`config.mk`:
```
export PLATFORM = sky130hd
export DESIGN_NAME = rtc_regs
export DESIGN_NICKNAME = d
export VERILOG_FILES = /design/src/common/rtc_pkg.sv /design/src/hw/rtc_regs.sv
export VERILOG_INCLUDE_DIRS = /design/src /design/src/common
export SDC_FILE = /design/constraint.sdc
export NUM_CORES = 1
export LEC_CHECK = 0
export BUFFER_PORTS_ARGS = -buffer_cell sky130_fd_sc_hd__buf_2
export CAP_MARGIN = 20
export CORE_MARGIN = 2
export CORE_UTILIZATION = 30
export DETAILED_ROUTE_END_ITERATION = 10
export SLEW_MARGIN = 20
export SYNTH_ARGS = -nofsm -noshare
export SYNTH_HDL_FRONTEND = slang
export SYNTH_SLANG_ARGS = --single-unit
```
`constraint.sdc`:
```
create_clock -name aclk -period 3.6 [get_ports aclk]
set_input_delay 0.54 -clock aclk [delete_from_list [all_inputs] [get_ports aclk]]
set_output_delay 0.54 -clock aclk [all_outputs]
set_load 0.1 [all_outputs]
```
`src/common/rtc_map.svh`:
```
// Register indices, field positions, reset values and timing figures of the clock registers.
// Assumes inclusion by bare name from the package and the design file.
`ifndef RTC_MAP_SVH
`define RTC_MAP_SVH
`define RTC_IDX_CAL      8'h08
`define RTC_IDX_SEC      8'h09
`define RTC_IDX_MIN      8'h0a
`define RTC_IDX_HR       8'h0b
`define RTC_IDX_DOW      8'h0c
`define RTC_IDX_DOM      8'h0d
`define RTC_IDX_MCTX     8'h0e
`define RTC_MASK_SEC     8'h7f
`define RTC_MASK_MIN     8'h7f
`define RTC_MASK_HR      8'h3f
`define RTC_MASK_DOW     8'h07
`define RTC_MASK_DOM     8'h3f
`define RTC_MASK_CAL     8'hbf
`define RTC_MASK_MCTX    8'h9f
`define RTC_CAL_STOP     7
`define RTC_CAL_SIGN     5
`define RTC_CAL_MAG_W    5
`define RTC_MCTX_LEAP    7
`define RTC_RST_SEC      8'h00
`define RTC_RST_MIN      8'h00
`define RTC_RST_HR       8'h00
`define RTC_RST_DOW      8'h01
`define RTC_RST_DOM      8'h01
`define RTC_RST_CAL      8'h00
`define RTC_RST_MCTX     8'h01
`define RTC_TOP_SEC      8'h59
`define RTC_TOP_MIN      8'h59
`define RTC_TOP_HR       8'h23
`define RTC_TOP_DOW      8'h07
`define RTC_FIRST_DAY    8'h01
`define RTC_SEC_NS       1000000000
`define RTC_CLK_NS       10
`define RTC_SEC_CYCLES   (`RTC_SEC_NS / `RTC_CLK_NS)
`define RTC_RESP_OKAY    2'h0
`define RTC_RESP_SLVERR  2'h2
`endif

```
`src/common/rtc_pkg.sv`:
```
// Types shared by the clock register block.
// Assumes rtc_map.svh is on the include path.
`include "rtc_map.svh"
package rtc_pkg;
    typedef logic [7:0] rtc_byte_t;
    typedef logic [1:0] rtc_resp_t;
endpackage : rtc_pkg

```
`src/hw/rtc_regs.sv`:
```
// Timekeeping registers of a real-time clock: BCD seconds to day of month, day of week, calibration.
// Assumes an AXI4-Lite master on aclk and a synchronous active-low reset.
`timescale 1ns/10ps
`include "rtc_map.svh"

// Notes on behaviour
// Day of month is packed BCD, units 0-9, tens 0-3, legal 1 to 31.
// Day of month wraps at the month's length, leap years included.
// Day of week is three bits, steps 1 to 7, then back to 1.
// Day of week advances with the date but is not derived from it.
// Hours are packed BCD in 24-hour format, tens 0-2.
// Minutes are packed BCD, tens 0-5, range 0 to 59.
// Minutes bit 7 reads zero, bits 6-4 tens, bits 3-0 units.
// Seconds are packed BCD, tens 0-5, range 0 to 59.
// Calibration sign 1 adds to the time base, 0 subtracts.
// Oscillator stop bit 1 halts the time base, 0 lets it run.
// Seconds carry into minutes, minutes into hours, hours into both day counters.
// While stopped all counters hold and later resume from held values.
module rtc_regs
    import rtc_pkg::*;
#(
    parameter int ADDR_W     = 8,
    parameter int CNT_W      = 27,
    parameter int SEC_CYCLES = `RTC_SEC_CYCLES
) (
    // Clock and reset.
    input  wire logic              aclk,
    input  wire logic              aresetn,
    // Write address and data.
    input  wire logic [ADDR_W-1:0] s_axi_awaddr,
    input  wire logic [2:0]        s_axi_awprot,
    input  wire logic              s_axi_awvalid,
    output logic                   s_axi_awready,
    input  wire logic [31:0]       s_axi_wdata,
    input  wire logic [3:0]        s_axi_wstrb,
    input  wire logic              s_axi_wvalid,
    output logic                   s_axi_wready,
    // Write response.
    output rtc_resp_t              s_axi_bresp,
    output logic                   s_axi_bvalid,
    input  wire logic              s_axi_bready,
    // Read address and data.
    input  wire logic [ADDR_W-1:0] s_axi_araddr,
    input  wire logic [2:0]        s_axi_arprot,
    input  wire logic              s_axi_arvalid,
    output logic                   s_axi_arready,
    output logic [31:0]            s_axi_rdata,
    output rtc_resp_t              s_axi_rresp,
    output logic                   s_axi_rvalid,
    input  wire logic              s_axi_rready
);

    // Refuse a second count or address width that the prescaler and index decode cannot serve.
    if (SEC_CYCLES < 64 || SEC_CYCLES + 32 >= (64'd1 << CNT_W) || ADDR_W < 6) begin : g_param_check
        $error("rtc_regs: parameters out of range");
    end

    rtc_byte_t            sec, min, hr, dom, cal, mctx;
    logic [2:0]           dow;
    logic [CNT_W-1:0]     presc;
    rtc_byte_t            next_sec, next_min, next_hr, next_dom, next_cal, next_mctx;
    logic [2:0]           next_dow;
    logic [CNT_W-1:0]     next_presc;
    logic                 bvalid, rvalid;
    rtc_resp_t            bresp, rresp;
    logic [31:0]          rdata;
    logic                 next_bvalid, next_rvalid;
    rtc_resp_t            next_bresp, next_rresp;
    logic [31:0]          next_rdata;

    logic                 wr_take, rd_take, wr_hit;
    rtc_byte_t            wr_idx, rd_idx, wbyte;
    logic [CNT_W-1:0]     period_end;
    logic                 tick, sec_wrap, min_wrap, day_adv, osc_stop;
    rtc_byte_t            dom_top;

    function automatic rtc_byte_t bcd_step(input rtc_byte_t v, input rtc_byte_t top, input rtc_byte_t low);
        if (v >= top) begin
            return low;
        end else if (v[3:0] >= 4'h9) begin
            return {v[7:4] + 4'h1, 4'h0};
        end else begin
            return {v[7:4], v[3:0] + 4'h1};
        end
    endfunction : bcd_step

    // Bus handshakes. Both write channels are taken in the same cycle, so their order does not matter.
    assign wr_take       = s_axi_awvalid && s_axi_wvalid && !bvalid;
    assign rd_take       = s_axi_arvalid && !rvalid;
    assign s_axi_awready = wr_take;
    assign s_axi_wready  = wr_take;
    assign s_axi_arready = !rvalid;
    assign s_axi_bvalid  = bvalid;
    assign s_axi_bresp   = bresp;
    assign s_axi_rvalid  = rvalid;
    assign s_axi_rresp   = rresp;
    assign s_axi_rdata   = rdata;
    assign wr_idx        = rtc_byte_t'(s_axi_awaddr[ADDR_W-1:2]);
    assign rd_idx        = rtc_byte_t'(s_axi_araddr[ADDR_W-1:2]);
    assign wbyte         = s_axi_wdata[7:0];
    assign wr_hit        = wr_take && s_axi_wstrb[0];

    // Time base and its calibration.
    assign osc_stop = cal[`RTC_CAL_STOP];
    always_comb begin
        if (cal[`RTC_CAL_SIGN]) begin
            period_end = CNT_W'(SEC_CYCLES - 1) - CNT_W'(cal[`RTC_CAL_MAG_W-1:0]);
        end else begin
            period_end = CNT_W'(SEC_CYCLES - 1) + CNT_W'(cal[`RTC_CAL_MAG_W-1:0]);
        end
    end
    // Compared with >= so that a period shortened mid-count cannot leave the prescaler past its end.
    assign tick = !osc_stop && (presc >= period_end);

    always_comb begin
        if (osc_stop) begin
            next_presc = presc;
        end else if (tick) begin
            next_presc = '0;
        end else begin
            next_presc = presc + CNT_W'(1);
        end
    end

    // Month length from the month context register, which software keeps.
    always_comb begin
        if (mctx[4:0] == 5'h02) begin
            dom_top = mctx[`RTC_MCTX_LEAP] ? 8'h29 : 8'h28;
        end else if (mctx[4:0] == 5'h04 || mctx[4:0] == 5'h06 || mctx[4:0] == 5'h09 || mctx[4:0] == 5'h11) begin
            dom_top = 8'h30;
        end else begin
            dom_top = 8'h31;
        end
    end

    // Cascade of the counters.
    assign sec_wrap = tick && (sec >= `RTC_TOP_SEC);
    assign min_wrap = sec_wrap && (min >= `RTC_TOP_MIN);
    assign day_adv  = min_wrap && (hr >= `RTC_TOP_HR);

    // A write in the same cycle as a carry wins; the carry into that one register is dropped.
    always_comb begin
        next_sec  = sec;
        next_min  = min;
        next_hr   = hr;
        next_dom  = dom;
        next_dow  = dow;
        next_cal  = cal;
        next_mctx = mctx;
        if (tick) begin
            next_sec = bcd_step(sec, `RTC_TOP_SEC, 8'h00);
        end
        if (sec_wrap) begin
            next_min = bcd_step(min, `RTC_TOP_MIN, 8'h00);
        end
        if (min_wrap) begin
            next_hr = bcd_step(hr, `RTC_TOP_HR, 8'h00);
        end
        if (day_adv) begin
            next_dom = bcd_step(dom, dom_top, `RTC_FIRST_DAY);
            next_dow = (dow >= 3'(`RTC_TOP_DOW) || dow == 3'h0) ? 3'h1 : dow + 3'h1;
        end
        // Masks keep only the bits each counter owns, so the unused bits always read zero.
        if (wr_hit) begin
            if (wr_idx == `RTC_IDX_SEC) begin
                next_sec = wbyte & `RTC_MASK_SEC;
            end else if (wr_idx == `RTC_IDX_MIN) begin
                next_min = wbyte & `RTC_MASK_MIN;
            end else if (wr_idx == `RTC_IDX_HR) begin
                next_hr = wbyte & `RTC_MASK_HR;
            end else if (wr_idx == `RTC_IDX_DOW) begin
                next_dow = wbyte[2:0];
            end else if (wr_idx == `RTC_IDX_DOM) begin
                next_dom = wbyte & `RTC_MASK_DOM;
            end else if (wr_idx == `RTC_IDX_CAL) begin
                next_cal = wbyte & `RTC_MASK_CAL;
            end else if (wr_idx == `RTC_IDX_MCTX) begin
                next_mctx = wbyte & `RTC_MASK_MCTX;
            end
        end
    end

    // Bus responses.
    always_comb begin
        next_bvalid = bvalid;
        next_bresp  = bresp;
        next_rvalid = rvalid;
        next_rresp  = rresp;
        next_rdata  = rdata;
        if (bvalid && s_axi_bready) begin
            next_bvalid = 1'b0;
        end
        if (wr_take) begin
            next_bvalid = 1'b1;
            if (wr_idx >= `RTC_IDX_CAL && wr_idx <= `RTC_IDX_MCTX) begin
                next_bresp = `RTC_RESP_OKAY;
            end else begin
                next_bresp = `RTC_RESP_SLVERR;
            end
        end
        if (rvalid && s_axi_rready) begin
            next_rvalid = 1'b0;
        end
        if (rd_take) begin
            next_rvalid = 1'b1;
            next_rresp  = `RTC_RESP_OKAY;
            next_rdata  = '0;
            if (rd_idx == `RTC_IDX_SEC) begin
                next_rdata[7:0] = sec;
            end else if (rd_idx == `RTC_IDX_MIN) begin
                next_rdata[7:0] = min;
            end else if (rd_idx == `RTC_IDX_HR) begin
                next_rdata[7:0] = hr;
            end else if (rd_idx == `RTC_IDX_DOW) begin
                next_rdata[2:0] = dow;
            end else if (rd_idx == `RTC_IDX_DOM) begin
                next_rdata[7:0] = dom;
            end else if (rd_idx == `RTC_IDX_CAL) begin
                next_rdata[7:0] = cal;
            end else if (rd_idx == `RTC_IDX_MCTX) begin
                next_rdata[7:0] = mctx;
            end else begin
                next_rresp = `RTC_RESP_SLVERR;
            end
        end
    end

    always_ff @(posedge aclk) begin
        if (!aresetn) begin
            sec    <= `RTC_RST_SEC;
            min    <= `RTC_RST_MIN;
            hr     <= `RTC_RST_HR;
            dom    <= `RTC_RST_DOM;
            dow    <= 3'(`RTC_RST_DOW);
            cal    <= `RTC_RST_CAL;
            mctx   <= `RTC_RST_MCTX;
            presc  <= '0;
            bvalid <= 1'b0;
            bresp  <= `RTC_RESP_OKAY;
            rvalid <= 1'b0;
            rresp  <= `RTC_RESP_OKAY;
            rdata  <= '0;
        end else begin
            sec    <= next_sec;
            min    <= next_min;
            hr     <= next_hr;
            dom    <= next_dom;
            dow    <= next_dow;
            cal    <= next_cal;
            mctx   <= next_mctx;
            presc  <= next_presc;
            bvalid <= next_bvalid;
            bresp  <= next_bresp;
            rvalid <= next_rvalid;
            rresp  <= next_rresp;
            rdata  <= next_rdata;
        end
    end
endmodule : rtc_regs

```
* After elaboration in Yosys (flattened, before gate mapping)
Index checks and enable logic that the tools add are counted.
Storage, ports and cells: register bits 89, bits of input ports 65, output and inout port bits 41, word-level logic and storage cells 144
Operators by class: $add $sub $neg 12, $lt $le $gt $ge 12, equal/unequal tests 19, mux-type cells 59, bitwise logic cells 6, reductions and logical operators 23
Operators by type and width (count):
- $mux 8 | 34
- $eq 6x4->1 const B | 14
- $mux 27 | 2
- $add 4x1->4 const B | 8
- $add 27x1->27 const B | 1
- $add 27x5->27 const A | 1
- $ge 27x27->1 | 1
- $sub 27x5->27 const A | 1
- $mux 3 | 8
- $ge 4x4->1 const B | 4
- $ge 8x7->1 const B | 2
- $mux 2 | 8
- $logic_and 1x1->1 | 11
- $eq 5x3->1 const B | 2
- $ge 8x6->1 const B | 1
- $ge 8x8->1 | 1
- $reduce_and 8->1 | 1
- $reduce_and 7->1 | 1
- $ge 6x4->1 const B | 1
- $le 6x4->1 const B | 1
- $mux 1 | 6
- $not 1->1 | 6
- $eq 5x2->1 const B | 1
- $eq 5x4->1 const B | 1
- other kinds (8) | 14

* Longest topological paths before layout
Gate-level depths: netlist of the first run.
depth after elaboration 15, gate-level depth with buffers 14, gate-level depth less buffers 13

* Worst setup path after synthesis of the first run
No wires, ideal clock.
path kind reg2reg, start register bvalid (netlist: s_axi_bvalid), end register dom[2], library setup time 0.135 ns, data arrival time 3.210 ns, required time 3.465 ns, setup slack 0.255 ns, cell stages (with the launch flop) 9, path buffers 3, period minus slack after synthesis 3.345 ns, cell sequence dfxtp_1 > and3b_1 > clkbuf_1 > nand4_1 > or3b_2 > clkbuf_1 > clkbuf_1 > o21ai_0 > a31oi_1
Between the ends: word-level cells in the longest chain between the ends 4
RTL lines:
- start: declaration | RTL line rtc_regs.sv:64 | logic bvalid, rvalid;
- start signal: assignment | RTL line rtc_regs.sv:252 | bvalid <= next_bvalid;
- $logic_not 1->1 | RTL line rtc_regs.sv:88 | assign wr_take = s_axi_awvalid && s_axi_wvalid && !bvalid;
- $logic_and 1x1->1 | RTL line rtc_regs.sv:88
- via s_axi_awready | RTL line rtc_regs.sv:33 | output logic s_axi_awready,
- $logic_and 1x1->1 | RTL line rtc_regs.sv:101 | assign wr_hit = wr_take && s_axi_wstrb[0];
- $mux 8 | RTL line rtc_regs.sv:164 | if (wr_hit) begin
- end signal: assignment | RTL line rtc_regs.sv:233 | dom <= `RTC_RST_DOM;
- end signal: assignment | RTL line rtc_regs.sv:247 | dom <= next_dom;
- end: declaration | RTL line rtc_regs.sv:58 | rtc_byte_t sec, min, hr, dom, cal, mctx;
The timed path passes the listed nets, and every way through them passes these cells. A chain may end at the register's enable or synchronous reset.

* Worst setup path in the final report of the first run
start register cal[1], end register hr[3]
Between the ends: word-level cells in the longest chain between the ends 11, elaborated cells on any way between the ends 12, those cells by class 2 x add/sub; 1 x order compare; 6 x mux; 3 x reduce/logical
RTL lines:
- start: declaration | RTL line rtc_regs.sv:58
- start signal: assignment | RTL line rtc_regs.sv:235 | cal <= `RTC_RST_CAL;
- start signal: assignment | RTL line rtc_regs.sv:249 | cal <= next_cal;
- $add 27x5->27 / $sub 27x5->27 (equally long branches) | RTL line rtc_regs.sv:109, rtc_regs.sv:107
- $mux 27 * | RTL line rtc_regs.sv:106 | if (cal[`RTC_CAL_SIGN]) begin
- $ge 27x27->1 * | RTL line rtc_regs.sv:113 | assign tick = !osc_stop && (presc >= period_end);
- $logic_and 1x1->1 * | RTL line rtc_regs.sv:113
- $logic_and 1x1->1 * | RTL line rtc_regs.sv:137 | assign sec_wrap = tick && (sec >= `RTC_TOP_SEC);
- $logic_and 1x1->1 * | RTL line rtc_regs.sv:138 | assign min_wrap = sec_wrap && (min >= `RTC_TOP_MIN);
- $mux 8 * | RTL line rtc_regs.sv:156 | if (min_wrap) begin
- $mux 8 | RTL line rtc_regs.sv:169 | end else if (wr_idx == `RTC_IDX_HR) begin
- $mux 8 | RTL line rtc_regs.sv:167 | end else if (wr_idx == `RTC_IDX_MIN) begin
- $mux 8 | RTL line rtc_regs.sv:165 | if (wr_idx == `RTC_IDX_SEC) begin
- $mux 8 * | RTL line rtc_regs.sv:164
- end signal: assignment | RTL line rtc_regs.sv:232 | hr <= `RTC_RST_HR;
- end signal: assignment | RTL line rtc_regs.sv:246 | hr <= next_hr;
- end: declaration | RTL line rtc_regs.sv:58
Mark *: on every way between the ends. The rest lies on a longest branch, timed or not.

==> results of run 1 <==
==> power by group through the flow <==
stage	clock (mW)	sequential [mW]	combinational (mW)
after floorplan	0	1.06	0.226
after global placement	0	1.01	0.326
after detailed placement	0	1.01	0.327
after CTS	1.00	0.983	0.327
after global routing	1.04	0.984	0.342
final	0.983	0.983	0.327
==> worst max-delay path, delay by kind of cell, from the launching register on <==
kind                     cells  cell delay, ns
AO/OA/AOI/OAI                3            0.83
adder cells (fa/ha/maj)      3            0.77
buffers and inverters        1            0.13
flip-flops                   1            0.33
multiplexers                 1            0.27
AND/OR/NAND/NOR              4            0.93
==> state kept, by name, summed over array words and instances, names as in the netlist <==
| name | count |
|---|---|
| dom | 8 |
| s_axi_rvalid | 1 |
| hr | 8 |
| s_axi_rresp | 1 |
| cal | 7 |
| s_axi_rdata | 8 |
| dow | 3 |
| s_axi_bresp | 1 |
| mctx | 6 |
| min | 8 |
| presc | 27 |
| s_axi_bvalid | 1 |
| sec | 8 |
==> synth_stat cells (all sizes together), types with 2 or more instances <==
| master | instances |
|---|---|
| or4 | 2 |
| nor3b | 4 |
| nor4b | 3 |
| xnor2 | 6 |
| o21ai | 61 |
| ha | 37 |
| nor2b | 10 |
| mux2i | 12 |
| o221ai | 2 |
| nand3 | 39 |
| nand3b | 7 |
| nand2 | 61 |
| o21a | 3 |
| clkbuf | 23 |
| nand2b | 3 |
| a21oi | 41 |
| and2 | 6 |
| inv | 27 |
| a211oi | 5 |
| mux2 | 4 |
| dfxtp | 87 |
| a31oi | 27 |
| nor2 | 72 |
| a21o | 7 |
| nor3 | 14 |
| and4 | 4 |
| a221oi | 3 |
| nand4 | 12 |
| a311oi | 3 |
| buf | 33 |
| or3 | 7 |
| and3 | 8 |
| a41oi | 3 |
| a31o | 3 |
| or3b | 2 |
| xor2 | 20 |
| o211ai | 2 |
| nand4b | 5 |
| o31ai | 4 |
| a22oi | 2 |
==> layout make-up <==
cell class                      count  share of cell area [%]
Multi-Input combinational cell    548                    55.5
Sequential cell                    87                    28.2
Timing Repair Buffer               55                    4.98
Tap cell                          229                    4.64
Clock buffer                       12                    4.15
Inverter                           27                    1.64
Clock inverter                      4                   0.851
==> per-stage QoR <==
step	instance area, µm²	worst slack, ns	util [%]	cells
after floorplan	5560	0.255	-	718
final	6180	0.280	34.5	962
after global placement	5840	0.189	32.6	946
after global routing	6180	0.00954	34.5	962
after detailed placement	5840	0.163	32.6	946
after CTS	6150	0.154	34.3	962
==> path summary, 6_finish.rpt <==
path,depth (start not counted),startpoint,to
worst min register to register,2,s_axi_rdata[0]$_SDFFE_PN0P_,s_axi_rdata[0]$_SDFFE_PN0P_
worst min-delay path,2,s_axi_rready,s_axi_rvalid$_SDFFE_PN0P_
worst max-delay path,12,cal[1]$_SDFFE_PN0P_,hr[3]$_SDFF_PN0_
worst max register to register,12,cal[1]$_SDFFE_PN0P_,hr[3]$_SDFF_PN0_
==> layer usage <==
| metal | routed length, µm | vias to the layer above | GRT usage (%) |
|---|---|---|---|
| li1 | - | 2522 | - |
| met1 | 7040 | 2382 | 21.0 |
| met2 | 6740 | 119 | 24.0 |
| met3 | 732 | 16 | 3.87 |
| met4 | 186 | 0 | 3.51 |
| met5 | 0 | - | 0 |
==> repair_timing <==
action / in CTS / in global routing
setup buffers: 0 / 0
setup endpoints to repair: 0 / 3
gates resized for setup: 0 / 5
==> cells by family (layout without fill, tap and decap cells) <==
| group | Yosys count | in the layout | synth area share [%] |
|---|---|---|---|
| simple gates | 265 | 265 | 24.6 |
| compound gates | 178 | 178 | 20.1 |
| flops | 87 | 87 | 31.9 |
| buf+inv | 83 | 98 | 7.67 |
| fa+ha+maj | 37 | 37 | 8.47 |
| xor+xnor | 26 | 26 | 4.17 |
| mux | 16 | 16 | 3.02 |
| other cells | 1 | 26 | 0.0686 |
==> impl_results.md, run 1 <==
* Critical path's slowest cell: or4_1
* Syn avg cell area at 7.88 µm²
* Final Hold Slack at 0.380 ns
* Hold/Removal Path Class: in2reg
* Max-slew violations at 0
* Leak Pwr at 2.43 nW
* # H-tree levels at 3
* Hold-fix buffers at CTS at 0
* Layout cells sized above 1 at 12.3%
* Crit. End Element: flop
* Cells after Synth at 693
* Flops & latches, synth at 87
* Critical-path cell list: inv_1, ha_1, nor3b_1, ha_1, mux2_2, ha_1, nand4_1, o311a_1, o21ai_4, nand3_4, or4_1, a31oi_1
* Tot GR Track Use at 15.2%
* Unique cell type count in the Yosys netlist at 70
* Ys async rst share at 0%
* Nets at 830
* Warnings from Yosys at 0
* Cell-internal power at 1.60 mW
* Sequential share of the synthesized area at 31.9%
* Starting Density at 30.5%
* Final setup fails at 0
* Root Driver: clkbuf_16
* Final period util at 92.2%
* Seq pwr share at 42.9%
* Clk sinks at 87
* Sw frac at 30.2%
* P_sw at 692 µW
* Post-Route WL at 14.7 mm
* Pre-Repair DR Iteration Count at 6
* Total grt overflow at 0
* Power Density at 371 nW/µm²
* Antenna Nets Post-Route at 0
* DR vias at 5039
* Status: complete, no violations
* Dominant cells by area after synthesis: dfxtp_1, ha_1, o21ai_0
* Multi-input gate area at 3430 µm²
* Max incr delay on CP at 0.51 ns
* Clock share of power at 42.9%
* Vias in the first global route at 4518
* Main synth FF type: dfxtp_1
* Kind of critical path: reg2reg
* Port Buffers at 42
* MaxCap Viol Count at 0
* Worst-Margin Slew at 0.794 ns
* TNS Setup at 0 ns
* Area share of the largest cell type after synthesis at 31.9%
* Post-DP HPWL at 10.5 mm
* First-pass GRT wire length at 23.7 mm
* Worst path arrival time at 3.60 ns
* Fill count at 1917
* Routability cong. at 0.806
* CP startpoint kind: flop
* Post-layout minimum cycle time at 3.32 ns
* Most common cell on crit path: ha_1
* Most frequent cells in the layout: dfxtp_1, nor2_1, nand2_1
* Rows at 49
* CTS Buffer Depth at 2
* Most common cell after layout, fill and taps aside: dfxtp_1
* Clock transition at the registers of the reported paths at 0.07 ns
* Unrepaired setup endpoints after global routing: no
* Flop2flop setup slack at 0.28 ns
* Synthesized area at 5460 µm²
* Die area at 19300 µm²
* ANT cells at 0
* Pin count of the biggest net entering global routing at 42
* I/O pin count at 106
* DR WL/cell at 15.3 µm
* Max FO, Critical Path at 6
* Vias/cell at 5.24
* Layout Skew at 0.00997 ns
* Post-synth top area cell: dfxtp_1
* Logic gate share of total power at 14.3%
* Worst-Skew Late Latency at 0.35 ns
* Final hold violations at 0
* Max transition margin at 45.7%
* Die Ht at 139 µm
* Required time worst endpoint at 3.89 ns
* CTS buffer count at 9
* VDD IR-drop max at 222 µV
* Power after layout at 2.29 mW
* CTS tree: yes
* Peak Freq at 301 MHz
* Area Growth Syn to Fin at 13.1%
* EDFF count, synth at 0
* Reg area at 1740 µm²
* Post-route DRC at 0
* Core area at 17900 µm²
* Die Wd at 139 µm
* Initial antenna violation count at 0
* DR iter-0 viols at 405
No activity file was read; power rests on OpenSTA's default activity.
==> run 2: changes to the inputs <==
==> constraint.sdc (replaced) <==
create_clock -name aclk -period 3.1 [get_ports aclk]
set_input_delay 0.465 -clock aclk [delete_from_list [all_inputs] [get_ports aclk]]
set_output_delay 0.465 -clock aclk [all_outputs]
set_load 0.1 [all_outputs]
==> impl_results.md, run 2 (same netlist as run 1, synthesis figures left out) <==
* Rows at 49 (unchanged)
* Worst path arrival time at 3.27 ns (was 3.60 ns)
* Final setup fails at 0 (unchanged)
* Most common cell after layout, fill and taps aside: dfxtp_1 (unchanged)
* Post-route insts no fill at 991 (was 962)
* DR WL/cell at 15.6 µm (was 15.3 µm)
* DR vias at 5201 (was 5039)
* Leak Pwr at 2.60 nW (was 2.43 nW)
* CTS buffer count at 9 (unchanged)
* Critical path's slowest cell: o311a_4 (was or4_1)
* R2r worst-path depth at 13 (was 12)
* Starting Density at 30.5% (unchanged)
* Max FFs per register at 27 (unchanged)
* Hold Crit Depth at 2 (unchanged)
* Root Driver: clkbuf_16 (unchanged)
* Core area at 17900 µm² (unchanged)
* Post-route DRC at 0 (unchanged)
* Final hold violations at 0 (unchanged)
* Layout Skew at 0.00908 ns (was 0.00997 ns)
* Most frequent cells in the layout: dfxtp_1, nor2_1, nand2_1 (unchanged)
* Post-layout minimum cycle time at 3.00 ns (was 3.32 ns)
* I/O pin count at 106 (unchanged)
* Nets at 859 (was 830)
* Antenna Nets Post-Route at 0 (unchanged)
* Area Growth Syn to Fin at 19.4% (was 13.1%)
* VDD IR-drop max at 234 µV (was 222 µV)
* Flop2flop setup slack at 0.10 ns (was 0.28 ns)
* ANT cells at 0 (unchanged)
* Peak Freq at 334 MHz (was 301 MHz)
* Final period util at 96.7% (was 92.2%)
* Most flop-heavy register: presc (unchanged)
* Status: complete, no violations (unchanged)
* Worst-Margin Slew at 0.887 ns (was 0.794 ns)
* MaxCap Viol Count at 0 (unchanged)
* Kind of critical path: reg2reg (unchanged)
* Initial antenna violation count at 0 (unchanged)
* Power Density at 407 nW/µm² (was 371 nW/µm²)
* CP startpoint kind: flop (unchanged)
* Port Buffers at 42 (unchanged)
* Die Ht at 139 µm (unchanged)
* CTS Buffer Depth at 2 (unchanged)
* Clock transition at the registers of the reported paths at 0.07 ns (about the same)
* Placed Cells at 967 (was 946)
* Max FO, Critical Path at 3 (was 6)
* Hold-fix buffers at CTS at 0 (unchanged)
* Hold/Removal Path Class: in2reg (unchanged)
* Post-DP HPWL at 10.8 mm (was 10.5 mm)
* Most common cell on crit path: ha_4 (was ha_1)
* First-pass GRT wire length at 24.6 mm (was 23.7 mm)
* WL met1 at 7.51 mm (was 7.04 mm)
* Layout cells sized above 1 at 18.0% (was 12.3%)
* Clk sinks at 87 (unchanged)
* FF-to-FF End: min[3]$_SDFF_PN0_ (was hr[3]$_SDFF_PN0_)
* Routability cong. at 0.853 (was 0.806)
* Required time worst endpoint at 3.37 ns (was 3.89 ns)
* Max-slew violations at 0 (unchanged)
* Unrepaired setup endpoints after global routing: yes (was no)
* DR iter-0 viols at 383 (was 405)
* Met3 wire length at 712 µm (was 732 µm)
* Vias/cell at 5.25 (was 5.24)
* Pre-Repair DR Iteration Count at 5 (was 6)
* Pin count of the biggest net entering global routing at 42 (unchanged)
* Max transition margin at 40.8% (was 45.7%)
* Worst-Skew Late Latency at 0.35 ns (about the same)
* # H-tree levels at 3 (unchanged)
* Max incr delay on CP at 0.35 ns (was 0.51 ns)
* Die area at 19300 µm² (unchanged)
* Hold path start: s_axi_rready (unchanged)
* R2r startpoint: cal[1]$_SDFFE_PN0P_ (unchanged)
* Crit. End Element: flop (unchanged)
* Top sig layer: met4 (unchanged)
* Final Hold Slack at 0.306 ns (was 0.380 ns)
* Critical-path cell list: inv_2, ha_4, nor3b_2, ha_1, mux2_4, ha_4, nand4_1, o311a_4, o21ai_4, buf_4, nand2_2, or3_1, a31oi_1 (was inv_1, ha_1, nor3b_1, ha_1, mux2_2, ha_1, nand4_1, o311a_1, o21ai_4, nand3_4, or4_1, a31oi_1)
* Total grt overflow at 0 (unchanged)
* Die Wd at 139 µm (unchanged)
* CTS tree: yes (unchanged)
* Tot GR Track Use at 15.7% (was 15.2%)
* WL met2 at 7.09 mm (was 6.74 mm)
* Post-Route WL at 15.5 mm (was 14.7 mm)
* Vias in the first global route at 4643 (was 4518)
* Hold endpoint: s_axi_rvalid$_SDFFE_PN0P_ (unchanged)
-- run 2: cell count changes in the layout (fill, tap and decap cells not counted), sizes merged --
cell	change
clkbuf	-3
buf	+28
o21a	+1
clkinvlp	+1
inv	+2
-- run 2: power breakdown --
part           switching (mW)  internal [mW]  total (mW)  leakage (nW)
combinational           0.327         0.0586       0.386          1.74
sequential             0.0109           1.13        1.14         0.704
clock                   0.495          0.634        1.13         0.147
-- run 2: timing repair --
| action | CTS | global route |
|---|---|---|
| cloned | 1 | 1 |
| buffers inserted | 5 | 1 |
| pin swaps | 7 | 16 |
| setup endpoints to repair | 57 | 61 |
| gates resized for setup | 15 | 18 |
-- run 2: worst max path at each step --
stage | startpoint | endpoint | slack, ns | depth (start not counted)
final | cal[1]$_SDFFE_PN0P_ | min[3]$_SDFF_PN0_ | 0.10 | 13
after global routing | cal[0]$_SDFFE_PN0P_ | hr[0]$_SDFF_PN0_ | -0.03 | 13
after CTS | cal[0]$_SDFFE_PN0P_ | min[4]$_SDFF_PN0_ | 0.005 | 13
after detailed placement | cal[0]$_SDFFE_PN0P_ | dom[6]$_SDFF_PN0_ | -0.17 | 13
after global placement | cal[0]$_SDFFE_PN0P_ | min[4]$_SDFF_PN0_ | -0.15 | 13
after floorplan | cal[0]$_SDFFE_PN0P_ | hr[3]$_SDFF_PN0_ | 0.02 | 12
-- run 2: worst max-delay path, delay by kind of cell (launching register included) --
| kind | cells | cell delay [ns] |
|---|---|---|
| flip-flops | 1 | 0.33 |
| AND/OR/NAND/NOR | 4 | 0.64 |
| buffers and inverters | 2 | 0.23 |
| multiplexers | 1 | 0.29 |
| adder cells (fa/ha/maj) | 3 | 0.69 |
| AO/OA/AOI/OAI | 3 | 0.75 |
-- run 2: through the flow --
step | TNS (ns) | setup WS (ns) | area [µm²] | power (mW) | util [%]
floorplan | 0 | 0.0173 | 5560 | 1.50 | -
detailed placement | -2.67 | -0.170 | 6010 | 1.55 | 33.6
global placement | -1.71 | -0.150 | 6010 | 1.55 | 33.6
global route | -0.0640 | -0.0335 | 6520 | 2.74 | 36.4
CTS | 0 | 0.00523 | 6450 | 2.68 | 36.0
finish | 0 | 0.103 | 6520 | 2.66 | 36.4
-- run 2: area by class of cell --
| cell class | count | area [µm²] |
|---|---|---|
| clock inverter | 7 | 77.6 |
| inverter | 27 | 101 |
| tap | 229 | 287 |
| fill | 1884 | 11400 |
| sequential | 87 | 1740 |
| timing repair buffer | 83 | 539 |
| multi-input combinational | 549 | 3550 |
| clock buffer | 9 | 225 |
-- run 2: per-layer routing --
layer | vias to the layer above | track usage [%]
met5 | - | 0
met4 | 0 | 3.51
met3 | 16 | 3.07
met2 | 134 | 25.0
met1 | 2478 | 22.1
li1 | 2573 | -
==> run 3: changes to the inputs <==
--- a/config.mk
+++ b/config.mk
@@ -6,6 +6,7 @@
 export SDC_FILE = /design/constraint.sdc
 export NUM_CORES = 1
 export LEC_CHECK = 0
+export ABC_AREA = 1
 export BUFFER_PORTS_ARGS = -buffer_cell sky130_fd_sc_hd__buf_2
 export CAP_MARGIN = 20
 export CORE_MARGIN = 2
==> constraint.sdc (replaced) <==
create_clock -name aclk -period 3.1 [get_ports aclk]
set_input_delay 0.775 -clock aclk [delete_from_list [all_inputs] [get_ports aclk]]
set_output_delay 0.775 -clock aclk [all_outputs]
set_load 0.1 [all_outputs]
==> impl_results.md, run 3 <==
* Status: complete, no violations (unchanged)
* Clock transition at the registers of the reported paths at 0.06 ns (was 0.07 ns)
* Unique cell type count in the Yosys netlist at 48 (was 70)
* Syn avg cell area at 6.60 µm² (was 7.88 µm²)
* Pin count of the biggest net entering global routing at 39 (was 42)
* CTS Buffer Depth at 2 (unchanged)
* Post-synth top cells: nand2_1, inv_1, nor2_1, dfxtp_1, a21oi_1 (was dfxtp_1, nor2_1, nand2_1, o21ai_0, a21oi_1)
* Starting Density at 30.7% (was 30.5%)
* Root Driver: clkbuf_16 (unchanged)
* Worst-Skew Late Latency at 0.35 ns (about the same)
* Rows at 50 (was 49)
* Die area at 20400 µm² (was 19300 µm²)
* Layout Skew at 0.00778 ns (was 0.00908 ns)
* Power Density at 387 nW/µm² (was 407 nW/µm²)
* I/O pin count at 106 (unchanged)
* Max FFs per register at 27 (unchanged)
* Logic gate share of total power at 13.6% (was 14.5%)
* Warnings from Yosys at 0 (unchanged)
* Post-synth top area cell: dfxtp_1 (unchanged)
* CTS buffer count at 9 (unchanged)
* DP Area at 6170 µm² (was 6010 µm²)
* Pre-Repair DR Iteration Count at 4 (was 5)
* Vias in the first global route at 5167 (was 4643)
* Setup Slack @ Placement at 0.0174 ns (was -0.170 ns)
* Port Buffers at 42 (unchanged)
* Cell-internal power at 1.76 mW (was 1.82 mW)
* Kind of critical path: reg2reg (unchanged)
* Final hold violations at 0 (unchanged)
* Sequential share of the synthesized area at 30.2% (was 31.9%)
* EDFF count, synth at 0 (unchanged)
* MaxCap Viol Count at 0 (unchanged)
* DR vias at 5522 (was 5201)
* Tot GR Track Use at 15.6% (was 15.7%)
* Dominant cells by area after synthesis: dfxtp_1, nand2_1, inv_1 (was dfxtp_1, ha_1, o21ai_0)
* Final period util at 93.4% (was 96.7%)
* Final setup fails at 0 (unchanged)
* DR iter-0 viols at 320 (was 383)
* Max-slew violations at 0 (unchanged)
* Fin area at 6600 µm² (was 6520 µm²)
* Max FO, Critical Path at 4 (was 3)
* Post-route DRC at 0 (unchanged)
* Synthesized area at 5770 µm² (was 5460 µm²)
* Clk sinks at 87 (unchanged)
* Multi-input gate area at 3440 µm² (was 3550 µm²)
* Die Ht at 143 µm (was 139 µm)
* Core area at 18800 µm² (was 17900 µm²)
* Most common cell after layout, fill and taps aside: nand2_1 (was dfxtp_1)
* Nets at 1029 (was 859)
* Crit. End Element: flop (unchanged)
* Vias/cell at 4.74 (was 5.25)
* P_sw at 792 µW (was 833 µW)
* Layout cells sized above 1 at 11.7% (was 18.0%)
* Cells after Synth at 874 (was 693)
* Area Growth Syn to Fin at 14.4% (was 19.4%)
* CP startpoint kind: flop (unchanged)
* Worst path arrival time at 3.10 ns (was 3.27 ns)
* Flops & latches, synth at 87 (unchanged)
* Hold/Removal Path Class: reg2reg (was in2reg)
* Total grt overflow at 0 (unchanged)
* Post-Route WL at 15.4 mm (was 15.5 mm)
* VDD IR-drop max at 232 µV (was 234 µV)
* Clock share of power at 41.8% (was 42.5%)
* # H-tree levels at 3 (unchanged)
* Sw frac at 31.0% (was 31.4%)
* Antenna Nets Post-Route at 0 (unchanged)
* Seq pwr share at 44.6% (was 43.0%)
* Hold-fix buffers at CTS at 0 (unchanged)
* Max transition margin at 50.3% (was 40.8%)
* Most frequent cells in the layout: nand2_1, inv_1, nor2_1 (was dfxtp_1, nor2_1, nand2_1)
* DR WL/cell at 13.2 µm (was 15.6 µm)
* Final WS setup at 0.205 ns (was 0.103 ns)
* Post-layout minimum cycle time at 2.90 ns (was 3.00 ns)
* ANT cells at 0 (unchanged)
* Main synth FF type: dfxtp_1 (unchanged)
* Post-DP HPWL at 11.6 mm (was 10.8 mm)
* Cell with the most instances after synthesis: nand2_1 (was dfxtp_1)
* Most flop-heavy register: presc (unchanged)
* Die Wd at 143 µm (was 139 µm)
* Initial antenna violation count at 0 (unchanged)
* Routability cong. at 0.897 (was 0.853)
* CTS tree: yes (unchanged)
* Leak Pwr at 3.02 nW (was 2.60 nW)
* First-pass GRT wire length at 25.0 mm (was 24.6 mm)
* Ys async rst share at 0% (unchanged)
* Required time worst endpoint at 3.31 ns (was 3.37 ns)
* Peak Freq at 345 MHz (was 334 MHz)
* Area share of the largest cell type after synthesis at 30.2% (was 31.9%)
* Worst-Margin Slew at 0.744 ns (was 0.887 ns)
* Reg area at 1740 µm² (unchanged)
* Fill count at 2014 (was 1884)
-- run 3: cell types whose count changed in the layout (fill, tap and decap cells not counted), moves of 7 or more --
cell	previous run	this run
nor2_1	70	104
buf_4	36	14
mux2i_1	12	0
nand3_1	37	49
nor3_1	12	28
a31oi_1	27	1
inv_1	25	128
a21oi_1	41	57
or3_1	7	0
o21ai_0	57	49
o211ai_1	2	10
nor2b_1	10	1
nand2_1	60	177
xor2_1	20	12
-- run 3: final timing paths --
check / startpoint / cells after the start / endpoint / slack [ns]
min: dom[7]$_SDFF_PN0_ / 2 / dom[7]$_SDFF_PN0_ / 0.45
max: cal[0]$_SDFFE_PN0P_ / 21 / dom[5]$_SDFF_PN0_ / 0.20
min reg2reg: dom[7]$_SDFF_PN0_ / 2 / dom[7]$_SDFF_PN0_ / 0.45
max reg2reg: cal[0]$_SDFFE_PN0P_ / 21 / dom[5]$_SDFF_PN0_ / 0.20
-- run 3: per-layer routing --
| layer | part of all wire (%) | global-route usage (%) | routed length, µm |
|---|---|---|---|
| met2 | 44 | 24.6 | 6820 |
| met3 | 4.4 | 2.82 | 683 |
| met1 | 48 | 20.6 | 7390 |
| met4 | 3.4 | 7.30 | 524 |
| met5 | 0 | 0 | 0 |
-- run 3: layout make-up --
type	instances	area share, %
clock buffers	12	3.89
clock inverters	3	0.284
inverters	136	7.75
multi-input cells	635	52.1
flip-flops and latches	87	26.4
well taps	234	4.44
repair buffers	58	5.12
-- run 3: logic make-up (layout without fill, tap and decap cells) --
group | after synthesis | in the layout | synth area share [%]
compound gates | 153 | 153 | 15.2
xor+xnor | 15 | 15 | 2.28
fa+ha+maj | 37 | 37 | 8.02
buf+inv | 177 | 209 | 13.6
flops | 87 | 87 | 30.2
other cells | 1 | 26 | 0.0650
simple gates | 404 | 404 | 30.6
-- run 3: metrics by stage --
step	total power, mW	cells	setup TNS, ns	util (%)	hold WS, ns
final	2.55	1165	0	35.2	0.454
after global routing	2.64	1165	-0.278	35.2	0.474
after CTS	2.58	1159	0	34.4	0.453
after detailed placement	1.51	1144	0	32.9	0.443
after global placement	1.51	1144	0	32.9	0.441
after floorplan	1.47	899	0	-	0.426
-- run 3: power by group through the flow --
stage | Sequential [mW] | Clock [mW] | Combinational [mW]
2_1_floorplan | 1.21 | 0 | 0.253
3_3_place_gp | 1.16 | 0 | 0.347
3_5_place_dp | 1.16 | 0 | 0.347
4_1_cts | 1.14 | 1.09 | 0.347
5_1_grt | 1.14 | 1.13 | 0.368
6_report | 1.14 | 1.07 | 0.348
-- run 3: critical path, stage by stage (launching register included) --
cell and delay, ns:
dfxtp_2 0.35, inv_2 0.06, ha_4 0.15, nand2_2 0.08, nor2_4 0.05, ha_4 0.16, or2_2 0.31, ha_4 0.29
nand2_1 0.05, inv_1 0.05, nand2_1 0.06, nor2_1 0.11, nand2_1 0.08, nand3_2 0.07, nand2_2 0.06, nand3_4 0.16
nand3_4 0.10, nor2_4 0.18, buf_4 0.17, nand3_1 0.06, nand3_1 0.09, a21oi_1 0.06
-- run 3: repair_timing --
item	CTS	global route
endpoints found under the setup margin	1	56
pin swaps	0	10
gates cloned	0	0
resized for setup	1	27
setup buffers	0	6
